File: src/mct_pkg.sv
// Purpose: constants and types of the counter/timer channel
// Assumes: 50 MHz system clock, 20 MHz internal time base
// Notes: offsets, encodings and timing figures live here only
package mct_pkg;
	localparam int SYS_CLK_MHZ = 50;
	localparam int TIMEBASE_MHZ = 20;
	localparam int ACC_W = 7;
	localparam logic [ACC_W-1:0] TB_STEP = ACC_W'(TIMEBASE_MHZ);
	localparam logic [ACC_W-1:0] TB_MOD = ACC_W'(SYS_CLK_MHZ);
	localparam logic [6:0] DUTY_FULL = 7'h64;
	localparam logic [23:0] DUTY_DIV = 24'h000064;
	localparam logic OUT_HI_LO = 1'h0;
	localparam logic SRC_INT = 1'h0;
	// Gray along idle, armed, pulse, done
	typedef enum logic [1:0] {
		MCT_IDLE = 2'h0,
		MCT_ARMED = 2'h1,
		MCT_PULSE = 2'h3,
		MCT_DONE = 2'h2
	} mct_state_t;
	typedef enum logic [2:0] {
		MCT_EVENT = 3'h0,
		MCT_FREQ = 3'h1,
		MCT_RATE = 3'h3,
		MCT_ONESHOT = 3'h2,
		MCT_REPEAT = 3'h6
	} mct_mode_t;
	typedef enum logic [2:0] {
		MCT_GATE_NONE = 3'h0,
		MCT_GATE_LOW = 3'h1,
		MCT_GATE_HIGH = 3'h2,
		MCT_GATE_FALL = 3'h3,
		MCT_GATE_RISE = 3'h4
	} mct_gate_t;
	// Divider field of zero means the full 65,536
	function automatic logic [16:0] mct_div_full(input logic [15:0] d);
		mct_div_full = (d == 16'h0000) ? 17'h10000 : {1'h0, d};
	endfunction
	// Active ticks per period, at least one when duty is nonzero
	function automatic logic [16:0] mct_thr(input logic [16:0] dv, input logic [6:0] duty);
		logic [23:0] prod;
		prod = 24'(dv) * 24'(duty);
		if (duty >= DUTY_FULL)
			mct_thr = dv;
		else if (duty == 7'h00)
			mct_thr = 17'h00000;
		else if (prod < DUTY_DIV)
			mct_thr = 17'h00001;
		else
			mct_thr = 17'(prod / DUTY_DIV);
	endfunction
endpackage

File: src/mct_timer.sv
// Purpose: one user counter/timer channel with a 32-bit cascade
// Assumes: config held steady while enable is high
// Notes: pins pass three flops; the count reads after stop
`timescale 1ns/1ns
module mct_timer
	import mct_pkg::*;
#(
	parameter int CNT_W = 16
)
(
	input wire logic clk_sys,
	input wire logic reset_n,
	input wire logic enable,
	input wire mct_mode_t mode,
	input wire mct_gate_t gate_type,
	input wire logic clk_src,
	input wire logic cascade_en,
	input wire logic out_type,
	input wire logic [6:0] duty,
	input wire logic [15:0] divider,
	input wire logic ext_clk_in,
	input wire logic gate_in,
	output logic pulse_out,
	output logic [2*CNT_W-1:0] count_out,
	output logic running,
	output logic done
);

	// Refuse widths the divider and count paths cannot serve
	if (CNT_W < 2 || CNT_W > 16)
	begin : g_chk_w
		$error("CNT_W must lie in 2..16");
	end
	if (2 * TIMEBASE_MHZ > SYS_CLK_MHZ)
	begin : g_chk_tb
		$error("time base too fast for system clock");
	end

	typedef struct packed {
		mct_state_t st;
		logic [2:0] clk_sync;
		logic [2:0] gate_sync;
		logic clk_lvl;
		logic gate_lvl;
		logic [ACC_W-1:0] acc;
		logic [CNT_W-1:0] lo;
		logic [CNT_W-1:0] hi;
		logic [15:0] phase;
		logic pulse;
		logic running;
		logic done;
	} mct_reg_t;

	mct_reg_t state_ff;
	mct_reg_t nxt_state;
	logic [ACC_W-1:0] acc_sum;
	logic int_tick;
	logic ext_rise;
	logic gate_rise;
	logic gate_fall;
	logic tick;
	logic gate_act;
	logic trig;
	logic act_lvl;
	logic [16:0] div_full;
	logic [16:0] last_ph;
	logic [16:0] thr;
	logic [16:0] ph_next;
	logic rate_run;
	logic pulse_mode;

	// Next-state logic for the whole channel
	always_comb
	begin
		nxt_state = state_ff;
		acc_sum = state_ff.acc + TB_STEP;
		int_tick = 1'h0;
		ext_rise = 1'h0;
		gate_rise = 1'h0;
		gate_fall = 1'h0;
		tick = 1'h0;
		gate_act = 1'h0;
		trig = 1'h0;
		rate_run = 1'h0;
		ph_next = {1'h0, state_ff.phase} + 17'h00001;
		div_full = mct_div_full(divider);
		last_ph = div_full - 17'h00001;
		pulse_mode = (mode == MCT_ONESHOT) || (mode == MCT_REPEAT);
		// One-shot modes ignore the duty setting: full width
		thr = pulse_mode ? div_full : mct_thr(div_full, duty);
		// Low-to-high drives high when active, else low
		act_lvl = (out_type != OUT_HI_LO);

		// Stage zero only feeds stage one; level moves when 1 and 2 agree
		nxt_state.clk_sync = {state_ff.clk_sync[1:0], ext_clk_in};
		nxt_state.gate_sync = {state_ff.gate_sync[1:0], gate_in};
		if (state_ff.clk_sync[1] == state_ff.clk_sync[2])
			nxt_state.clk_lvl = state_ff.clk_sync[1];
		if (state_ff.gate_sync[1] == state_ff.gate_sync[2])
			nxt_state.gate_lvl = state_ff.gate_sync[1];
		ext_rise = nxt_state.clk_lvl & ~state_ff.clk_lvl;
		gate_rise = nxt_state.gate_lvl & ~state_ff.gate_lvl;
		gate_fall = ~nxt_state.gate_lvl & state_ff.gate_lvl;

		// Fractional accumulator: 20 ticks in every 50 system cycles
		if (acc_sum >= TB_MOD)
		begin
			int_tick = 1'h1;
			nxt_state.acc = acc_sum - TB_MOD;
		end
		else
			nxt_state.acc = acc_sum;
		tick = (clk_src == SRC_INT) ? int_tick : ext_rise;

		// Level gates enable; edge types are not gating, so pass
		case (gate_type)
			MCT_GATE_LOW: gate_act = ~state_ff.gate_lvl;
			MCT_GATE_HIGH: gate_act = state_ff.gate_lvl;
			default: gate_act = 1'h1;
		endcase
		// Triggers for the one-shot modes
		case (gate_type)
			MCT_GATE_FALL: trig = gate_fall;
			MCT_GATE_RISE: trig = gate_rise;
			MCT_GATE_LOW: trig = ~state_ff.gate_lvl;
			MCT_GATE_HIGH: trig = state_ff.gate_lvl;
			default: trig = 1'h1;
		endcase

		case (state_ff.st)
			MCT_IDLE:
			begin
				nxt_state.pulse = ~act_lvl;
				if (enable)
				begin
					nxt_state.st = MCT_ARMED;
					nxt_state.lo = '0;
					nxt_state.hi = '0;
					nxt_state.phase = 16'h0000;
					nxt_state.running = 1'h1;
					nxt_state.done = 1'h0;
				end
			end
			MCT_ARMED:
			begin
				if (!enable)
				begin
					// Output drops to idle at once on disable
					nxt_state.st = MCT_IDLE;
					nxt_state.running = 1'h0;
					nxt_state.pulse = ~act_lvl;
				end
				else
				begin
					case (mode)
						MCT_EVENT, MCT_FREQ:
						begin
							// Frequency mode counts only in the gate window
							if (tick && gate_act)
							begin
								// Natural wrap of the low half
								nxt_state.lo = state_ff.lo + CNT_W'(1);
								// Low carry is the upper half's clock
								if (cascade_en && (&state_ff.lo))
									nxt_state.hi = state_ff.hi + CNT_W'(1);
							end
						end
						MCT_RATE:
						begin
							if (gate_act)
							begin
								rate_run = 1'h1;
								// Period spans divider clock ticks
								if (tick)
								begin
									if ({1'h0, state_ff.phase} >= last_ph)
										nxt_state.phase = 16'h0000;
									else
										nxt_state.phase = ph_next[15:0];
								end
								// Active while the phase is below the threshold
								if ({1'h0, nxt_state.phase} < thr)
									nxt_state.pulse = act_lvl;
								else
									nxt_state.pulse = ~act_lvl;
							end
							else
								nxt_state.pulse = ~act_lvl;
						end
						MCT_ONESHOT, MCT_REPEAT:
						begin
							nxt_state.pulse = ~act_lvl;
							if (trig)
							begin
								nxt_state.st = MCT_PULSE;
								nxt_state.phase = 16'h0000;
								nxt_state.pulse = act_lvl;
							end
						end
						default:
							nxt_state.pulse = ~act_lvl;
					endcase
				end
			end
			MCT_PULSE:
			begin
				// Gate is not watched here, so retriggers are lost
				if (!enable)
				begin
					nxt_state.st = MCT_IDLE;
					nxt_state.running = 1'h0;
					nxt_state.pulse = ~act_lvl;
				end
				else if (tick)
				begin
					if ({1'h0, state_ff.phase} >= last_ph)
					begin
						nxt_state.phase = 16'h0000;
						nxt_state.pulse = ~act_lvl;
						if (mode == MCT_REPEAT)
							nxt_state.st = MCT_ARMED;
						else
						begin
							nxt_state.st = MCT_DONE;
							nxt_state.running = 1'h0;
							nxt_state.done = 1'h1;
						end
					end
					else
						nxt_state.phase = ph_next[15:0];
				end
			end
			MCT_DONE:
			begin
				// Clock and gate ignored until software stops it
				nxt_state.pulse = ~act_lvl;
				if (!enable)
					nxt_state.st = MCT_IDLE;
			end
			default:
			begin
				nxt_state.st = MCT_IDLE;
				nxt_state.running = 1'h0;
			end
		endcase
	end

	// Single state register; reset takes a constant only
	always_ff @(posedge clk_sys)
	begin
		if (!reset_n)
			state_ff <= '0;
		else
			state_ff <= nxt_state;
	end

	// Outputs straight from the state flops
	assign pulse_out = state_ff.pulse;
	assign count_out = {state_ff.hi, state_ff.lo};
	assign running = state_ff.running;
	assign done = state_ff.done;

	// Low half wraps to zero on its 65,536th event
	property p_wrap_lo;
		@(posedge clk_sys) disable iff (!reset_n)
		(state_ff.st == MCT_ARMED) && enable && (mode == MCT_EVENT) && tick && gate_act
			&& (&state_ff.lo) |=> (state_ff.lo == '0);
	endproperty
	a_wrap_lo: assert property (p_wrap_lo) else $error("low count did not wrap");

	// With cascade on, the upper half steps on every low-half carry
	property p_casc;
		@(posedge clk_sys) disable iff (!reset_n)
		(state_ff.st == MCT_ARMED) && enable && cascade_en && (mode == MCT_EVENT)
			&& tick && gate_act && (&state_ff.lo)
			|=> (state_ff.hi == $past(state_ff.hi) + CNT_W'(1)) && (state_ff.lo == '0);
	endproperty
	a_casc: assert property (p_casc) else $error("cascade carry lost");

	// No counting while the gate is inactive
	property p_gate_hold;
		@(posedge clk_sys) disable iff (!reset_n)
		(state_ff.st == MCT_ARMED) && enable && (mode == MCT_FREQ) && !gate_act
			|=> $stable(state_ff.lo) && $stable(state_ff.hi);
	endproperty
	a_gate_hold: assert property (p_gate_hold) else $error("count moved with gate off");

	// Disable idles the output on the next edge
	property p_stop;
		@(posedge clk_sys) disable iff (!reset_n)
		(state_ff.st == MCT_ARMED) && !enable
			|=> (state_ff.st == MCT_IDLE) && (pulse_out == ~act_lvl) && !running;
	endproperty
	a_stop: assert property (p_stop) else $error("rate output did not stop");

	// Rate output follows phase against threshold
	property p_duty;
		@(posedge clk_sys) disable iff (!reset_n)
		rate_run && $stable(duty) && $stable(divider) && $stable(out_type)
			|=> pulse_out == (({1'h0, state_ff.phase} < thr) ? act_lvl : ~act_lvl);
	endproperty
	a_duty: assert property (p_duty) else $error("duty compare wrong");

	// Once done, the state holds while enabled
	property p_once;
		@(posedge clk_sys) disable iff (!reset_n)
		(state_ff.st == MCT_DONE) && enable |=> (state_ff.st == MCT_DONE) && done
			&& (pulse_out == ~$past(act_lvl));
	endproperty
	a_once: assert property (p_once) else $error("one-shot restarted");

	// A pulse in progress keeps its phase on a retrigger
	property p_no_retrig;
		@(posedge clk_sys) disable iff (!reset_n)
		(state_ff.st == MCT_PULSE) && enable && trig && !tick
			|=> (state_ff.st == MCT_PULSE) && $stable(state_ff.phase);
	endproperty
	a_no_retrig: assert property (p_no_retrig) else $error("retrigger during pulse");

	// Full width: active for the whole pulse
	property p_full;
		@(posedge clk_sys) disable iff (!reset_n)
		$past(state_ff.st == MCT_PULSE) && (state_ff.st == MCT_PULSE) && $stable(out_type)
			|-> (pulse_out == act_lvl);
	endproperty
	a_full: assert property (p_full) else $error("pulse not full width");

	// Repetitive mode re-arms after each pulse
	property p_rearm;
		@(posedge clk_sys) disable iff (!reset_n)
		(state_ff.st == MCT_PULSE) && enable && tick && (mode == MCT_REPEAT)
			&& ({1'h0, state_ff.phase} >= last_ph) |=> (state_ff.st == MCT_ARMED) && running;
	endproperty
	a_rearm: assert property (p_rearm) else $error("repeat mode did not re-arm");

	// Time base never ticks two cycles running
	property p_tb;
		@(posedge clk_sys) disable iff (!reset_n)
		int_tick |=> !int_tick;
	endproperty
	a_tb: assert property (p_tb) else $error("time base too fast");

endmodule

File: config.mk
export PLATFORM = sky130hd
export DESIGN_NAME = mct_timer
export DESIGN_NICKNAME = d
export VERILOG_FILES = /design/src/mct_pkg.sv /design/src/mct_timer.sv
export SDC_FILE = /design/constraint.sdc
export NUM_CORES = 1
export LEC_CHECK = 0
export BUFFER_PORTS_ARGS = -buffer_cell sky130_fd_sc_hd__buf_2
export CORE_MARGIN = 2
export CORE_UTILIZATION = 30
export CTS_BUF_LIST = sky130_fd_sc_hd__clkbuf_4 sky130_fd_sc_hd__clkbuf_8 sky130_fd_sc_hd__clkbuf_16
export CTS_CLUSTER_DIAMETER = 60
export DETAILED_ROUTE_END_ITERATION = 6
export GPL_TIMING_DRIVEN = 0
export PLACE_DENSITY = 0.42
export SLEW_MARGIN = 25
export SYNTH_ARGS = -nofsm -noshare
export SYNTH_HDL_FRONTEND = slang
export SYNTH_SLANG_ARGS = --single-unit
export TNS_END_PERCENT = 50
File: constraint.sdc
create_clock -name clk_sys -period 24.9 [get_ports clk_sys]
set_input_delay 3.735 -clock clk_sys [delete_from_list [all_inputs] [get_ports clk_sys]]
set_output_delay 3.735 -clock clk_sys [all_outputs]
set_load 0.01 [all_outputs]
==> flow_summary.toml <==
[synthesis]
seq_area_frac_synth = 0.103
synth_edf_count = 0
ys.flop_type = "dfxtp_1"
netlist_instances = 1723
synth_top_area_cell = "fa_1"
syn-cell-area_um2 = 13000
avgSynthCellArea_um2 = 7.54
syn_nets = 1915
ys_top_cells_by_area = "fa_1 (11%), dfxtp_1 (10%), ha_1 (7.8%)"
ys_ff_latch = 67
synth_top_area_share = 0.114
async_flop_share = 0
ys_types = 107
synth_warnings = 0

[clock_network]
cts_tree = "done"
cts_buffer_depth = 2
worstSkewPairLatency_ps = 350
numCtsBuffers = 9
clk_pin_slew_ps = 60
clock_sinks = 67
cts_root_buf = "clkbuf_16"
htreeDepth = 3
postCtsHoldBufs = 0

[final_layout]
mostFrequentLayoutCells = "nand2_1 (162), nor2_1 (139), and2_1 (109)"
antenna_cells = 0
drive_gt1_frac = 0.122
nets = 1995
final_common_cell = "nand2_1"
area_growth_pct = 10.7

[placement]
io_buffers = 69
dpl.hpwl_mm = 33.0
gp_congestion = 0.833

[routing]
drt-initial-drc-count = 826
viasPerCell = 5.34
drcViolationCount = 0
vias = 12800
wire_per_inst_um = 17.1
drt_pass1_iterations = 6
detail-route-antenna-nets = 0
wirelength_mm = 40.9

[die]
die_y_um = 212
coreArea_um2 = 42900
io_pins = 72
dieWidth_um = 212
start_util = 0.303
die-area_um2 = 45000
rows = 76

[sta]
setup_viol = 0
period_minus_slack_ps = 23170
finClkSkew_ps = 10.2
slew_headroom = 0.357
drv_slew = 0
clock.fmax_mhz = 43.2
holdWs_ps = 429
fin_tns_setup_ps = 0
worstMarginPinSlew_ps = 958
min_period_over_period = 0.931
timing_hold_violations_final = 0
rsz0062_at_grt = "false"

[setup_path]
worstSetupEndpointType = "register"
worstPathArrival_ps = 23470
cp-startpoint = "divider[10]"
cpMaxStageDelayCell = "or4_1"
r2r_cells = 35
max_stage_delay_ps = 630
cp_max_fo = 10
cp.required_ps = 25200
regToRegStartpoint = "state_ff[4]"
critPathKind = "in -> reg"
startpoint_type = "primary input"

[min_path]
worstHoldStart = "nxt_state[61]"
hold_path_class = "reg -> reg"
min_path_cells = 1

[global_route]
grt_pass1_vias = 12400
track_usage = 0.185
grt_max_degree = 12
overflow = 0
antenna_found_initial = 2
grt_pass1_wl_mm = 67.1

[status]
outcome = "complete, no violations"

[run]
drv_cap = 0
-- critical path, delay by kind of cell --
kind | cells | cell delay (ps)
xor+xnor | 2 | 290
mux | 3 | 1020
fa+ha+maj | 6 | 2570
buf+inv | 10 | 1840
simple gates | 20 | 4750
compound gates | 33 | 9250
-- timing repair --
action                     CTS  global route
hold endpoints to repair     0             0
setup buffers                0             0
resized for setup            0             1
setup endpoints to repair    0             1
-- Yosys cell counts (18+ instances only) --
| cell | instances |
|---|---|
| nand2_1 | 162 |
| nor2_1 | 139 |
| and2_1 | 109 |
| o21ai_0 | 103 |
| inv_1 | 83 |
| ha_1 | 81 |
| fa_1 | 74 |
| a21oi_1 | 72 |
| dfxtp_1 | 67 |
| clkbuf_1 | 64 |
| xnor2_1 | 53 |
| nand3_1 | 52 |
| nor3_1 | 45 |
| and3_1 | 40 |
| xor2_1 | 39 |
| buf_4 | 35 |
| nand2b_1 | 27 |
| a211oi_1 | 24 |
| a22oi_1 | 23 |
| a31oi_1 | 22 |
| nand4_1 | 22 |
| o211ai_1 | 20 |
| nor2b_1 | 19 |
| nor4_1 | 19 |
| buf_2 | 18 |
-- flip-flops by register name (all words and copies together) (netlist names) --
name,flops
nxt_state,4
done,1
state_ff,28
running,1
count_out,32
pulse_out,1
-- final cells by class --
| class | count | area (µm²) |
|---|---|---|
| Sequential cell | 67 | 1340 |
| Multi-Input combinational cell | 1453 | 10700 |
| Clock buffer | 11 | 246 |
| Inverter | 83 | 312 |
| Tap cell | 585 | 732 |
| Timing Repair Buffer | 69 | 345 |
| Buffer | 120 | 612 |
| Clock inverter | 5 | 52.6 |
| Fill cell | 4687 | 28500 |
-- routing by layer --
layer / GRT usage / wire (µm)
met3: 0.0120 / 1110
met4: 0.0352 / 434
met5: 0 / 30
met1: 0.237 / 19000
met2: 0.341 / 20300
-- final timing paths --
kind	end	slack, ps
max	pulse_out	1730
min reg2reg	nxt_state[62]	430
min	nxt_state[62]	430
max reg2reg	pulse_out	18350
-- stage by stage --
stage                     worst slack [ps]   util  cell area (µm²)  cells
after floorplan                       4920      -            13000   1723
after global placement                 425  0.328            14100   2377
after detailed placement              1060  0.328            14100   2377
after CTS                             1370  0.335            14400   2393
after global routing                  50.5  0.335            14400   2393
final                                 1730  0.335            14400   2393
-- cells by family (layout without fill, tap and decap cells) --
logic type / after synthesis / in the layout / share of synthesized area
buf+inv: 203 / 288 / 0.0711
fa+ha+maj: 160 / 160 / 0.196
simple gates: 693 / 693 / 0.272
xor+xnor: 100 / 100 / 0.0720
flops: 67 / 67 / 0.103
mux: 28 / 28 / 0.0234
compound gates: 472 / 472 / 0.262
Power is left out: the tool's default activity adds up to more than one toggle a clock period on the data nets, which glitch-free logic cannot reach.
